--- src/boot_load_pkg.sv ---
package boot_load_pkg;

   // Boot image size and control storage layout.
   localparam int CS_ADDR_W = 12;
   localparam int CS_COUNT_W = 13;
   localparam logic [CS_COUNT_W-1:0] CS_BOOT_BYTES = 13'h1000;
   localparam logic [CS_COUNT_W-1:0] CS_LAST_BYTE = CS_BOOT_BYTES - 13'h0001;
   localparam logic [CS_ADDR_W-1:0] CS_START_ADDR = 12'h000;
   localparam logic [CS_COUNT_W-1:0] CS_COUNT_STEP = 13'h0001;

   // Disk boot read: one read-data command for 16 records from record 0.
   localparam logic [4:0] DISK_RECORD_COUNT = 5'h10;
   localparam logic [7:0] DISK_START_RECORD = 8'h00;
   localparam logic [7:0] DISK_START_CYL = 8'h00;
   localparam logic [3:0] DISK_START_HEAD = 4'h0;

   // Diskette boot read position.
   localparam logic [7:0] DSKT_START_CYL = 8'h00;
   localparam logic [3:0] DSKT_START_HEAD = 4'h0;
   localparam logic [7:0] DSKT_START_SECTOR = 8'h01;

   // Diskette adapter command codes and the order in which they are sent.
   typedef enum logic [1:0] {
      DSKT_CMD_NONE = 2'h0,
      DSKT_CMD_RECAL = 2'h1,
      DSKT_CMD_LOAD_HEADS = 2'h2,
      DSKT_CMD_READ = 2'h3
   } dskt_cmd_t;

   // Active level of the panel display indication; reset loads its inverse.
   localparam logic LOADING_SHOWN = 1'b1;

   // Sequencer states, one-hot.
   typedef enum logic [6:0] {
      S_IDLE = 7'h01,
      S_REQ = 7'h02,
      S_LOAD = 7'h04,
      S_DESEL = 7'h08,
      S_PCB_RESET = 7'h10,
      S_PCB_START = 7'h20,
      S_CLEAR = 7'h40
   } seq_state_t;

   // Control storage write port.
   typedef struct packed {
      logic we;
      logic [CS_ADDR_W-1:0] addr;
      logic [7:0] data;
   } cs_write_t;

   // Disk read-data command.
   typedef struct packed {
      logic valid;
      logic [4:0] records;
      logic [7:0] start_record;
      logic [7:0] cylinder;
      logic [3:0] head;
   } disk_cmd_t;

   // Diskette command.
   typedef struct packed {
      logic valid;
      dskt_cmd_t code;
      logic [7:0] cylinder;
      logic [3:0] head;
      logic [7:0] sector;
   } dskt_cmd_word_t;

endpackage : boot_load_pkg

--- src/boot_load_sequencer.sv ---
`timescale 1ns/1ns
module boot_load_sequencer
   import boot_load_pkg::*;
(
   // Clock and reset.
   input wire logic mclk,
   input wire logic rst_n,
   // Panel side.
   input wire logic load_start,
   input wire logic boot_from_diskette,
   output logic loading_display,
   // Adapter reset pins, active low, asynchronous.
   input wire logic disk_dskt_reset_n,
   input wire logic power_on_reset_n,
   // Boot data stream from the adapter read path.
   input wire logic rd_valid,
   input wire logic [7:0] rd_data,
   // Load handshake lines.
   output logic load_cycle_request_n,
   output logic disk_boot_select_n,
   output logic diskette_boot_select_n,
   // Control storage write port.
   output cs_write_t cs_write,
   // Drive commands.
   output disk_cmd_t disk_cmd,
   output dskt_cmd_word_t dskt_cmd,
   // Control processor commands.
   output logic processor_control_bit_reset,
   output logic processor_control_bit_start,
   output logic [CS_ADDR_W-1:0] control_processor_start_addr
);

   typedef struct packed {
      seq_state_t st;
      logic from_dskt;
      logic [CS_COUNT_W-1:0] count;
      logic lcr_n;
      logic disk_sel_n;
      logic dskt_sel_n;
      cs_write_t csw;
      logic disk_armed;
      logic disk_sent;
      disk_cmd_t dcmd;
      logic dskt_armed;
      dskt_cmd_t dskt_next;
      dskt_cmd_word_t kcmd;
      logic pcb_reset;
      logic pcb_start;
      logic [CS_ADDR_W-1:0] start_addr;
      logic display;
   } state_t;

   state_t q;
   state_t d;
   logic [1:0] rst_pins_s;
   logic disk_rst_s;
   logic por_s;
   logic sel_active;

   // Both reset pins come from outside the clock domain.
   pin_sync2 #(.W(2), .INIT(2'h3)) u_pin_sync (
      .mclk(mclk),
      .rst_n(rst_n),
      .async_in({disk_dskt_reset_n, power_on_reset_n}),
      .sync_out(rst_pins_s)
   );
   assign disk_rst_s = rst_pins_s[1];
   assign por_s = rst_pins_s[0];
   assign sel_active = !q.disk_sel_n || !q.dskt_sel_n;

   // Next-state logic for the panel sequencer and both adapters.
   always_comb begin
      d = q;
      d.csw.we = 1'b0;
      d.dcmd.valid = 1'b0;
      d.kcmd.valid = 1'b0;
      d.pcb_reset = 1'b0;
      d.pcb_start = 1'b0;
      unique case (q.st)
         S_IDLE: begin
            if (load_start) begin
               d.lcr_n = 1'b0;
               d.display = 1'b1;
               d.from_dskt = boot_from_diskette;
               d.count = '0;
               d.disk_sent = 1'b0;
               d.dskt_next = DSKT_CMD_RECAL;
               d.st = S_REQ;
            end
         end
         S_REQ: begin
            d.disk_sel_n = q.from_dskt;
            d.dskt_sel_n = !q.from_dskt;
            d.st = S_LOAD;
         end
         S_LOAD: begin
            // Data is taken only while a select is active; a dropped select stops the read.
            if (rd_valid && sel_active) begin
               d.csw.we = 1'b1;
               d.csw.addr = CS_START_ADDR + q.count[CS_ADDR_W-1:0];
               d.csw.data = rd_data;
               d.count = q.count + CS_COUNT_STEP;
               if (q.count == CS_LAST_BYTE) begin
                  d.lcr_n = 1'b1;
                  d.st = S_DESEL;
               end
            end
         end
         S_DESEL: begin
            d.disk_sel_n = 1'b1;
            d.dskt_sel_n = 1'b1;
            d.disk_armed = 1'b0;
            d.dskt_armed = 1'b0;
            d.st = S_PCB_RESET;
         end
         S_PCB_RESET: begin
            d.pcb_reset = 1'b1;
            d.st = S_PCB_START;
         end
         S_PCB_START: begin
            d.pcb_start = 1'b1;
            d.start_addr = CS_START_ADDR;
            d.st = S_CLEAR;
         end
         S_CLEAR: begin
            // Main storage load that follows is done by the loaded microcode.
            d.display = 1'b0;
            d.st = S_IDLE;
         end
         default: begin
            d.st = S_IDLE;
         end
      endcase
      // Adapters remember a seen reset until the boot read is done.
      // This follows the state case so a reset seen while the load ends still arms.
      if (!disk_rst_s) begin
         d.disk_armed = 1'b1;
      end
      if (!por_s) begin
         d.dskt_armed = 1'b1;
      end
      // Disk adapter: one read command per boot once armed and selected.
      if (q.disk_armed && !q.disk_sel_n && !q.disk_sent) begin
         d.disk_sent = 1'b1;
         d.dcmd.valid = 1'b1;
         d.dcmd.records = DISK_RECORD_COUNT;
         d.dcmd.start_record = DISK_START_RECORD;
         d.dcmd.cylinder = DISK_START_CYL;
         d.dcmd.head = DISK_START_HEAD;
      end
      // Diskette adapter: one command per cycle in fixed order, then stop.
      if (q.dskt_armed && !q.dskt_sel_n && q.dskt_next != DSKT_CMD_NONE) begin
         d.kcmd.valid = 1'b1;
         d.kcmd.code = q.dskt_next;
         d.kcmd.cylinder = DSKT_START_CYL;
         d.kcmd.head = DSKT_START_HEAD;
         d.kcmd.sector = DSKT_START_SECTOR;
         unique case (q.dskt_next)
            DSKT_CMD_RECAL: d.dskt_next = DSKT_CMD_LOAD_HEADS;
            DSKT_CMD_LOAD_HEADS: d.dskt_next = DSKT_CMD_READ;
            DSKT_CMD_READ: d.dskt_next = DSKT_CMD_NONE;
            DSKT_CMD_NONE: d.dskt_next = DSKT_CMD_NONE;
         endcase
      end
   end

   // State register; all control lines rest at their inactive level.
   always_ff @(posedge mclk or negedge rst_n) begin
      if (!rst_n) begin
         q <= '0;
         q.st <= S_IDLE;
         q.lcr_n <= 1'b1;
         q.disk_sel_n <= 1'b1;
         q.dskt_sel_n <= 1'b1;
         q.display <= !LOADING_SHOWN;
         q.dskt_next <= DSKT_CMD_NONE;
         q.start_addr <= CS_START_ADDR;
      end else begin
         q <= d;
      end
   end

   // Every output is a flip-flop of the state struct.
   assign load_cycle_request_n = q.lcr_n;
   assign disk_boot_select_n = q.disk_sel_n;
   assign diskette_boot_select_n = q.dskt_sel_n;
   assign cs_write = q.csw;
   assign disk_cmd = q.dcmd;
   assign dskt_cmd = q.kcmd;
   assign processor_control_bit_reset = q.pcb_reset;
   assign processor_control_bit_start = q.pcb_start;
   assign control_processor_start_addr = q.start_addr;
   assign loading_display = q.display;
endmodule : boot_load_sequencer

--- src/pin_sync2.sv ---
`timescale 1ns/1ns
module pin_sync2 #(
   parameter int W = 1,
   parameter logic [W-1:0] INIT = '1
) (
   // Clock and reset.
   input wire logic mclk,
   input wire logic rst_n,
   // Asynchronous level in, synchronised level out.
   input wire logic [W-1:0] async_in,
   output logic [W-1:0] sync_out
);

   typedef struct packed {
      logic [W-1:0] s1;
      logic [W-1:0] s2;
   } sync_t;

   sync_t q;
   sync_t d;

   // The first stage feeds only the second, so metastability never reaches logic.
   always_comb begin
      d.s1 = async_in;
      d.s2 = q.s1;
   end

   // Reset to the inactive level of the pins.
   always_ff @(posedge mclk or negedge rst_n) begin
      if (!rst_n) begin
         q <= {INIT, INIT};
      end else begin
         q <= d;
      end
   end

   assign sync_out = q.s2;

endmodule : pin_sync2

--- config.mk ---
export PLATFORM = sky130hd
export DESIGN_NAME = boot_load_sequencer
export DESIGN_NICKNAME = d
export VERILOG_FILES = /design/src/boot_load_pkg.sv /design/src/boot_load_sequencer.sv /design/src/pin_sync2.sv
export SDC_FILE = /design/constraint.sdc
export NUM_CORES = 1
export LEC_CHECK = 0
export ABC_AREA = 1
export BUFFER_PORTS_ARGS = -buffer_cell sky130_fd_sc_hd__buf_2
export CORE_MARGIN = 2
export CORE_UTILIZATION = 54
export DETAILED_ROUTE_END_ITERATION = 7
export GPL_ROUTABILITY_DRIVEN = 0
export PLACE_DENSITY = 0.94
export SLEW_MARGIN = 20
export SYNTH_ARGS = -nofsm -noshare
export SYNTH_HDL_FRONTEND = slang
export SYNTH_HIERARCHICAL = 1
export SYNTH_SLANG_ARGS = --single-unit
--- constraint.sdc ---
create_clock -name mclk -period 2 [get_ports mclk]
set_input_delay 0.1 -clock mclk [delete_from_list [all_inputs] [get_ports mclk]]
set_output_delay 0.1 -clock mclk [all_outputs]
set_load 0.02 [all_outputs]
After elaboration in Yosys (flattened, before gate mapping)
Index checks and enable logic that the tools add are counted.
Storage, ports and cells
  input port bits: 15
  flip-flop bits (word level): 63
  output and inout bits: 88
Cells by class
  mux-type cells: 24
  reduce and logical (&&, ||, !) cells: 28
  $add $sub $neg: 1
  equal/unequal tests: 16
Operators by type and width (number)
  21-bit 2-to-1 mux: 2
  7-bit case mux with 6 select lines: 1
  14-bit case mux with 2 select lines: 1
  27-bit 2-to-1 mux: 1
  25-bit 2-to-1 mux: 1
  22-bit 2-to-1 mux: 1
  2-bit nonzero test: 8
  14-bit 2-to-1 mux: 1
  7-bit 2-to-1 mux: 2
  13-bit by 1-bit adder with 13-bit output (second input constant): 1
  13-bit by 12-bit equality test with 1-bit output (second input constant): 1
  13-bit 2-to-1 mux: 1
  2-bit != test (second input constant): 5
  2-bit AND reduction: 5
  1-bit 2-to-1 mux: 8
  7-bit by 1-bit equality test with 1-bit output (second input constant): 1
  7-bit by 2-bit equality test with 1-bit output (second input constant): 1
  7-bit by 3-bit equality test with 1-bit output (second input constant): 1
  7-bit by 4-bit equality test with 1-bit output (second input constant): 1
  7-bit by 5-bit equality test with 1-bit output (second input constant): 1
  7-bit by 6-bit equality test with 1-bit output (second input constant): 1
  7-bit equality test (second input constant): 1
  2-bit case mux with 3 select lines: 1
  3-bit AND reduction: 2
  other kinds (11): 20

Depth between registers and ports, before layout
Gate-level depths: netlist of the first run.
  depth in word-level cells: 5
  depth in mapped cells: 9

Hierarchy
Netlist of the first run, hierarchy kept.
By module, submodules not included
  boot_load_sequencer: cells an instance 383, instances 1, area an instance 3299.4 µm²
  pin_sync2: cells an instance 4, instances 1, area an instance 105.1 µm²

Worst setup path before layout of the first run
No wires, ideal clock.
  path type: reg-to-reg
  start: register q[107] (netlist bit)
  end: register q[102] (netlist bit)
  buffers on the path: 1
  data required time: 1.884 ns
  stages on the path, launching flop included: 9
  arrival: 1.242 ns
  setup slack: 0.641 ns
  path through: dfstp_2 > nand2_1 > nor2_2 > nand2_2 > nand2_2 > nand3_4 > buf_6 > nand2_1 > nand2_1
On the way
  cells in the longest elaborated chain, start to end: 3
  elaborated cells between the ends (all ways): 7
  classes of those cells: 4 x eq/ne; 1 x mux; 2 x reduce/logical
Ends and longest elaborated chain
  start: declaration: line boot_load_sequencer.sv:53  | state_t q;
  7-bit by 3-bit equality test with 1-bit output or 7-bit by 1-bit equality test with 1-bit output (tied branches): line boot_load_sequencer.sv:79  | unique case (q.st)
  2-bit != test (no source line) or 2-bit nonzero test (tied branches)
  3-bit AND reduction (no source line)
Parallel ways exist; a longest one is shown, timed or not.
A chain may end at the register's enable or synchronous reset.

Worst setup path in the final report of the first run
  start: register q[107] (netlist bit)
  end: register q[93] (netlist bit)
The elaborated chain is that of the path after synthesis.

==> impl_metrics.ini, run 1 <==
[grt]
grt_pass1_wl_mm = 9.96
antenna_found_initial = 0
grt_util_met2_pct = 30.1
grt_overflow = 0
grt_max_degree = 37
met1_usage_pct = 21.6
grt_busiest_layer = met2
grt_usage_pct = 17.7
first_global_vias = 2234
grtUsageMet3_pct = 3.08

[setup_path]
crit_arrival_ps = 1740
crit_fanout = 18
slowest_delay_ps = 550
cp-start-kind = flop
crit_slowest_cell = dfstp_2
critical_path_class = flop to flop
worstPathCellList = nand2_1 -> nor2_2 -> nand2_2 -> nand2_2 -> nand3_4 -> nand2_1 -> o21ai_1
required_ps = 2200
worstSetupEndpointType = flop

[die]
coreArea_sq_um = 5990
fp.dieH_um = 83.4
start_util_pct = 56.8
io_pins = 103
die_x_um = 83.4
rows = 28
dieArea_sq_um = 6960

[place]
dp.cells = 477
pre_cts_ws_ps = 473
port_buffers = 47
place_hpwl_mm = 4.14

[timing]
hold_viol_final = 0
setup_viol = 0
slew_violations = 0
fmax_mhz = 652
min_period_ps = 1530
max_slew_margin_pct = 58.6
holdWs_ps = 106
setup_ws_ps = 467
tightestPinTransition_ps = 621
setup-tns-final_ps = 0
fin_crit_sh_pct = 76.7
clock_skew_ps = 7.77
rsz0062_at_grt = false

[clock_tree]
cts_buffers = 9
cts-root-buf = clkbuf_8
postCtsHoldBufs = 12
htree_levels = 3
clk_latency_ps = 330
cts.sinks = 63
ctsResizeCount = 0
clockBufferDepth = 2
cts_tree = yes
post_cts_buffers = 0
clk_pin_slew_worst_paths_ps = 60

[power]
switching_share_pct = 36.5
power.total_mw = 3.92
seq_power_share_pct = 42.4
power.internal_mw = 2.49
power_switching_mw = 1.43
ir_drop_uv = 564
leakage_nw = 1.93
power_density_nw_per_um2 = 1090
clkPwrFrac_pct = 27.8
pwr-share-comb_pct = 29.8

[drt]
drt_iter0_markers = 206
routed_wirelength_mm = 5.91
wl_per_cell_um = 11.7
antenna_left = 0
vias = 2358
first_pass_iters = 4
via_per_inst = 4.68
drc_errors = 0

[yosys]
syn_avg_cell_area_sq_um = 8.80
yosys_warnings = 6
netlist_area_sq_um = 3400
ys_ff_latch = 63
yosysSeqAreaShare_pct = 46.6
syn_inst = 387
synth_cell_types = 30

[run_status]
outcome = complete, no violations

[layout]
nets = 443
fin_cells = 504
area_growth_pct = 5.95
layout-drive-gt1-share_pct = 25.6
diodes = 0

[flow_run]
cap_violations = 0

[min_path]
min_path_type = input port to flop
## worst max-delay path: cells and delay by family, from the launching register on
| family | cells | cell delay, ps |
|---|---|---|
| AO/OA/AOI/OAI | 1 | 60 |
| flip-flops | 1 | 550 |
| AND/OR/NAND/NOR | 6 | 770 |
## cell type report
type,instances,area (sq um)
Tap cell,75,93.8
Sequential cell,63,1590
Fill cell,491,2380
Clock inverter,4,45.0
Clock buffer,11,151
Timing Repair Buffer,61,383
Inverter,31,116
Multi-Input combinational cell,259,1230
## path summary, 6_finish.rpt
check | from | cells after the start | slack (ps) | end
setup / recovery | q[107] | 7 | 470 | q[93]
hold / removal | load_start | 4 | 110 | q[107]
setup reg to reg | q[107] | 7 | 470 | q[93]
hold reg to reg | u_pin_sync/d[1] | 0 | 360 | u_pin_sync/sync_out[1]
max in group asynchronous | rst_n | 3 | 1030 | load_cycle_request_n
min in group asynchronous | rst_n | 2 | 320 | q[40]
## registers in the layout, summed over array words and instances, names as in the netlist, 2 cells and up
| register | count |
|---|---|
| disk_cmd | 2 |
| cs_write | 21 |
| u_pin_sync/sync_out | 2 |
| u_pin_sync/d | 2 |
| q | 26 |
| dskt_cmd | 4 |
## routing by layer
layer  vias up  wire [um]  share of wire, %
li1       1143          -                 -
met3        11        361               6.1
met1      1113       2410                41
met2        91       3030                51
met5         -          0                 0
met4         0        105               1.8
## synth_stat cells
cell / instances / area (sq um)
a21oi_1: 4 / 20.0
buf_12: 1 / 20.0
buf_2: 3 / 15.0
buf_4: 82 / 616
buf_6: 2 / 22.5
conb_1: 1 / 3.75
dfrtp_1: 55 / 1380
dfstp_2: 8 / 210
ha_1: 3 / 37.5
inv_1: 24 / 90.1
inv_2: 7 / 26.3
nand2_1: 102 / 383
nand2_2: 11 / 68.8
nand2_4: 3 / 33.8
nand3_1: 16 / 80.1
nand3_2: 2 / 20.0
nand3_4: 1 / 17.5
nand4_1: 4 / 25.0
nor2_1: 18 / 67.6
nor2_2: 2 / 12.5
nor2_4: 2 / 22.5
nor2_8: 1 / 20.0
nor3_1: 4 / 20.0
nor3_2: 1 / 10.0
o211ai_1: 1 / 7.51
o21ai_0: 6 / 30.0
o21ai_1: 12 / 60.1
o21ai_2: 5 / 43.8
or2_2: 3 / 18.8
xor2_1: 3 / 26.3
## cell families after synthesis
group / Yosys count / synth area share, %
simple gates: 170 / 23.5
buf+inv: 119 / 23.2
flops: 63 / 46.6
compound gates: 28 / 4.74
xor+xnor: 3 / 0.772
fa+ha+maj: 3 / 1.10
other cells: 1 / 0.110
## power groups by stage
| stage | Clock [mW] | Sequential (mW) | Combinational [mW] |
|---|---|---|---|
| 2_1_floorplan | 0 | 1.67 | 1.11 |
| 3_3_place_gp | 0 | 1.66 | 1.10 |
| 3_5_place_dp | 0 | 1.68 | 1.15 |
| 4_1_cts | 1.11 | 1.66 | 1.17 |
| 5_1_grt | 1.18 | 1.69 | 1.29 |
| 6_report | 1.09 | 1.66 | 1.17 |
## through the flow
step	cell area, sq um	util (%)
floorplan	3610	-
global placement	3290	54.9
detailed placement	3290	54.9
CTS	3610	60.2
global route	3610	60.2
finish	3610	60.2
## cells in the final DEF (no fill, tap or decap)
cell           count
buf_4              1
xor2_1             3
o21ai_2            5
ha_1               3
o211ai_1           1
nor2_1            18
o21ai_1           12
inv_2              7
dfstp_2            8
nand2_2           11
nor2_2             2
or2_2              3
nor3_2             1
o21ai_0            6
dfrtp_1           55
buf_12             1
dlygate4sd3_1     12
nand3_1           16
nor2_4             2
nor2_8             1
nand2_4            3
conb_1            55
nand4_1            4
inv_1             24
clkbuf_8          11
clkinv_2           3
nand3_2            2
buf_2             47
nand3_4            1
nor3_1             4
bufinv_16          1
nand2_1          102
a21oi_1            4
Power figures use the tool's default switching activity.
==> run 2: changes to the inputs <==
ABC_AREA = 0   (was 1)
CORE_UTILIZATION = 46   (was 54)
PLACE_DENSITY = 0.87   (was 0.94)
clock period = 1.3 ns   (was 2 ns; I/O delays follow)
==> run 2 against run 1 <==
The run now ends with negative setup slack left; core utilization up 3.2 points; power grew 92%; via count up 5.6%; setup slack got worse by 1100 ps; final area increased by 20%; final cell count is 6.5% higher; non-clock buffer count up 68; clock skew rose by 1.1 ps; count of clock-buffer cells in the layout stayed put; critical endpoint is now q[104]; largest cell class unchanged.
==> impl_metrics.ini, run 2 <==
[die]
io_pins = 103
coreArea_sq_um = 6830
start_util_pct = 47.7
fp.dieH_um = 88.2
die_x_um = 88.2
dieArea_sq_um = 7770
rows = 30

[timing]
fmax_mhz = 507
min_period_ps = 1970
hold_viol_final = 0
rsz0062_at_grt = true
setup_viol = 49
setup_ws_ps = -671
fin_crit_sh_pct = 152
clock_skew_ps = 8.89
slew_violations = 0

[yosys]
synth_top_area_share_pct = 42.2
synth_most_common_cell = buf_4
yosys_warnings = 6
netlist_area_sq_um = 3260
async_flop_share_pct = 100
synthFlopType = dfrtp_1
synthTopCellsByArea = dfrtp_1 (42%), buf_4 (19%), nand2_1 (7.3%)
yosysSeqAreaShare_pct = 48.7
yosys-top-cells-count = buf_4 (83), nand2_1 (63), dfrtp_1 (55)
synth_area_leader_cell = dfrtp_1
syn_avg_cell_area_sq_um = 9.73
synth_cell_types = 42
syn_inst = 335
ys_ff_latch = 63
synth-edff-count = 0

[place]
dp.cells = 495
pre_cts_ws_ps = -795
port_buffers = 47
place_hpwl_mm = 4.56
dpl-instance-area_sq_um = 3650

[setup_path]
required_ps = 1580
worstPathCellList = or4b_4 -> or3_4 -> buf_6 -> or3_1 -> o21ai_1
r2r_slack_ps = -670
crit_slowest_cell = or4b_4
crit_cells = 5
ff2ff_path_depth = 5
worstSetupEndpointType = flop
cp-start-kind = flop
critical_path_class = flop to flop
cpLargestDelayFamily = simple AND/OR/NAND/NOR gates
path_buf_inv = 1
crit_fanout = 6
slowest_delay_ps = 530
crit_arrival_ps = 2250

[drt]
antenna_left = 0
wl_per_cell_um = 13.1
drt_iter0_markers = 130
vias = 2490
via_per_inst = 4.64
drc_errors = 0
first_pass_iters = 4
routed_wirelength_mm = 7.03

[layout]
layout-drive-gt1-share_pct = 43.8
diodes = 0
largest_reg_flops = 26
nets = 455
fin_cells = 537
layout_common_cells = conb_1 (55), dfrtp_1 (55), nand2_1 (50)
fill_cells = 542
top_register = q
area_growth_pct = 32.8
stdcell_area_sq_um = 4330

[clock_tree]
cts_buffers = 9
cts-root-buf = clkbuf_8
htree_levels = 3
clk_latency_ps = 350
clk_pin_slew_worst_paths_ps = 70
clockBufferDepth = 2
cts_tree = yes
cts.sinks = 63

[power]
power.internal_mw = 4.94
pwr-share-comb_pct = 41.2
power_switching_mw = 2.59
clkPwrFrac_pct = 24.5
ir_drop_uv = 1220
power_density_nw_per_um2 = 1740
switching_share_pct = 34.4
leakage_nw = 2.23
seq_power_share_pct = 34.4

[run_status]
outcome = complete, but fails checks
violations = negative setup slack

[grt]
antenna_found_initial = 0
grt_pass1_wl_mm = 11.2
grt_usage_pct = 19.1
first_global_vias = 2513
grt_overflow = 0
grt_max_degree = 64

[min_path]
min_path_type = input port to flop
holdPathStages = 4

[flow_run]
cap_violations = 0
==> run 2: cell types whose count changed in the layout (fill, tap and decap cells not counted), sizes merged, moves of 3 or more <==
cell / previous run / this run
a31oi: 0 / 6
mux2: 0 / 4
xor2: 3 / 0
o21ai: 23 / 11
inv: 31 / 10
nor2: 23 / 10
or3: 0 / 7
buf: 49 / 116
nand3: 19 / 14
mux2i: 0 / 3
and3: 0 / 3
a21o: 0 / 3
and4: 0 / 3
nand2: 116 / 63
==> run 2: tightest hold or removal path: cells and delay by family <==
kind / cells / cell delay (ps)
buffers and inverters: 2 / 240
AOI/OAI and AO/OA: 1 / 200
and+or+nand+nor: 1 / 40
==> run 2: path summary, 6_finish.rpt <==
kind                                 startpoint                      to
worst max-delay path                     q[107]                  q[104]
worst min-delay path                   rd_valid                  q[110]
worst max register to register           q[107]                  q[104]
worst min register to register  u_pin_sync/d[0]  u_pin_sync/sync_out[0]
max in group asynchronous                 rst_n         u_pin_sync/d[1]
min in group asynchronous                 rst_n            cs_write[13]
==> run 2: metal layers <==
layer | track usage (%) | share of wire, %
met3 | 6.41 | 6.0
met2 | 33.8 | 53
met5 | 0 | 0
met4 | 8.26 | 1.6
met1 | 20.9 | 40
==> run 2: what timing repair did <==
action	4_1_cts	5_1_grt
hold buffers	13	0
pin swaps	18	6
resized for setup	51	22
hold endpoints to repair	67	0
setup buffers	8	8
cloned	1	0
setup endpoints to repair	52	55
==> run 2: power by group through the flow <==
stage | clock network [mW] | registers, mW | logic [mW]
2_1_floorplan | 0 | 2.65 | 1.81
3_3_place_gp | 0 | 2.58 | 2.29
3_5_place_dp | 0 | 2.60 | 2.37
4_1_cts | 1.89 | 2.57 | 2.84
5_1_grt | 1.97 | 2.63 | 3.34
6_report | 1.84 | 2.59 | 3.10
==> run 2: kinds of logic after synthesis <==
logic type / after synthesis / synth area share (%)
simple gates: 121 / 17.4
buf+inv: 102 / 22.6
flops: 63 / 48.7
compound gates: 38 / 7.68
mux: 7 / 2.30
fa+ha+maj: 3 / 1.15
other cells: 1 / 0.115
==> run 2: layout make-up <==
type | instances | area, sq um | share of cell area (%)
inverter | 10 | 45.0 | 1.04
tap | 96 | 120 | 2.77
clock inverter | 4 | 70.1 | 1.62
multi-input combinational | 224 | 1370 | 31.6
clock buffer | 11 | 141 | 3.27
sequential | 63 | 1590 | 36.6
timing repair buffer | 129 | 996 | 23.0
==> run 2: stage by stage <==
step | hold WS (ps) | total power, mW | utilization, % | setup TNS [ps]
detailed placement | 102 | 4.98 | 53.4 | -28280
global route | 219 | 7.94 | 63.4 | -24950
CTS | 202 | 7.30 | 61.7 | -21060
global placement | 95.9 | 4.87 | 53.4 | -25980
floorplan | -231 | 4.46 | - | -21720
finish | 231 | 7.53 | 63.4 | -21950
==> run 3: changes to the inputs <==
REMOVE_ABC_BUFFERS = 1   (was not set)
==> run 3 against run 2 <==
The flow still finishes with violations (negative setup slack); count of clock-buffer cells in the layout rose by 1; core utilization rose by 0.90 points; maximum frequency fell by 1.3%; clock skew rose by 1.1 ps; via count rose by 2.7%; largest power group unchanged.
==> impl_metrics.ini, run 3 (synthesized netlist as in run 2, its figures left out) <==
[setup_path]
r2r_slack_ps = -700
crit_fanout = 3
cp-start-kind = flop
reg2reg_to = q[105]
crit_arrival_ps = 2230
required_ps = 1540
worstSetupEndpointType = flop
r2r-start = q[110]
ff2ff_path_depth = 5
critical_path_class = flop to flop

[layout]
area_growth_pct = 34.7
layout-drive-gt1-share_pct = 43.8
post-route-util_pct = 64.3
layout_common_cells = nand2_1 (55), conb_1 (55), dfrtp_1 (55)
largest_reg_flops = 26
fin_cells = 541
nets = 459
top_register = q
diodes = 0

[min_path]
min_path_type = input port to asynchronous set/reset pin

[die]
io_pins = 103
rows = 30
fp.dieH_um = 88.2
start_util_pct = 47.7
coreArea_sq_um = 6830
die_x_um = 88.2
dieArea_sq_um = 7770

[drt]
first_pass_iters = 4
via_per_inst = 4.73
routed_wirelength_mm = 7.65
drc_errors = 0
drt_iter0_markers = 151
wl_per_cell_um = 14.1
vias = 2557
antenna_left = 0

[clock_tree]
clk_pin_slew_worst_paths_ps = 70
cts_buffers = 9
cts.sinks = 63
clk_latency_ps = 340
cts_tree = yes
clockBufferDepth = 2
cts-root-buf = clkbuf_8
htree_levels = 3

[power]
leakage_nw = 2.26
power.total_mw = 7.75
power_density_nw_per_um2 = 1760
ir_drop_uv = 1380

[grt]
grt_usage_pct = 19.9
grt_overflow = 0
grt_pass1_wl_mm = 11.7
first_global_vias = 2521
grt_max_degree = 30
antenna_found_initial = 0

[timing]
hold_viol_final = 0
setup_viol = 50
slew_violations = 0
setup_ws_ps = -697
setup-tns-final_ps = -23090
min_period_ps = 2000
rsz0062_at_grt = true
fmax_mhz = 501
holdWs_ps = 207
tightestPinTransition_ps = 554
max_slew_margin_pct = 62.6
fin_crit_sh_pct = 154
clock_skew_ps = 10.0

[run_status]
violations = negative setup slack
outcome = complete, but fails checks

[flow_run]
cap_violations = 0

[place]
port_buffers = 47
dp.cells = 492
place_hpwl_mm = 4.65
run 3: worst max-delay path: stages (launching register included):
cell	delay, ps
dfrtp_1	380
or4b_4	540
or3_4	390
inv_6	90
mux2_4	300
a21o_1	180
run 3: metal layers:
layer  vias up  track usage [%]  part of all wire [%]
li1       1190                -                     -
met1      1229             21.2                    38
met5         -                0                     0
met4         0             8.82                   2.3
met3        22             5.94                   6.1
met2       116             36.3                    54
run 3: how the worst max path moves through the flow:
stage / startpoint / to / slack [ps] / depth (start not counted)
CTS: q[110] / q[101] / -660 / 5
finish: q[110] / q[105] / -700 / 5
detailed placement: q[110] / q[104] / -770 / 5
global route: q[110] / q[105] / -730 / 5
global placement: q[110] / q[100] / -710 / 5
floorplan: q[110] / q[105] / -1250 / 5
run 3: final cells by class:
cell class | count | area, sq um
Clock buffer | 12 | 165
Multi-Input combinational cell | 224 | 1360
Clock inverter | 3 | 65.1
Inverter | 10 | 45.0
Fill cell | 534 | 2440
Timing Repair Buffer | 133 | 1050
Tap cell | 96 | 120
Sequential cell | 63 | 1590
run 3: report_power, final:
group          switching (mW)  internal, mW
clock                   0.745          1.22
combinational            1.69          1.49
sequential              0.212          2.39
run 3: stage by stage:
step | instance area, sq um | setup WS (ps)
finish | 4390 | -697
floorplan | 2770 | -1250
global route | 4390 | -729
global placement | 3540 | -708
CTS | 4260 | -655
detailed placement | 3540 | -774
run 3: timing repair:
action	4_1_cts	5_1_grt
cloned	2	0
endpoints found under the setup margin	55	56
setup buffers	14	11
pin swaps	26	11
endpoints found under the hold margin	25	0
resized for setup	69	30
hold buffers	13	0
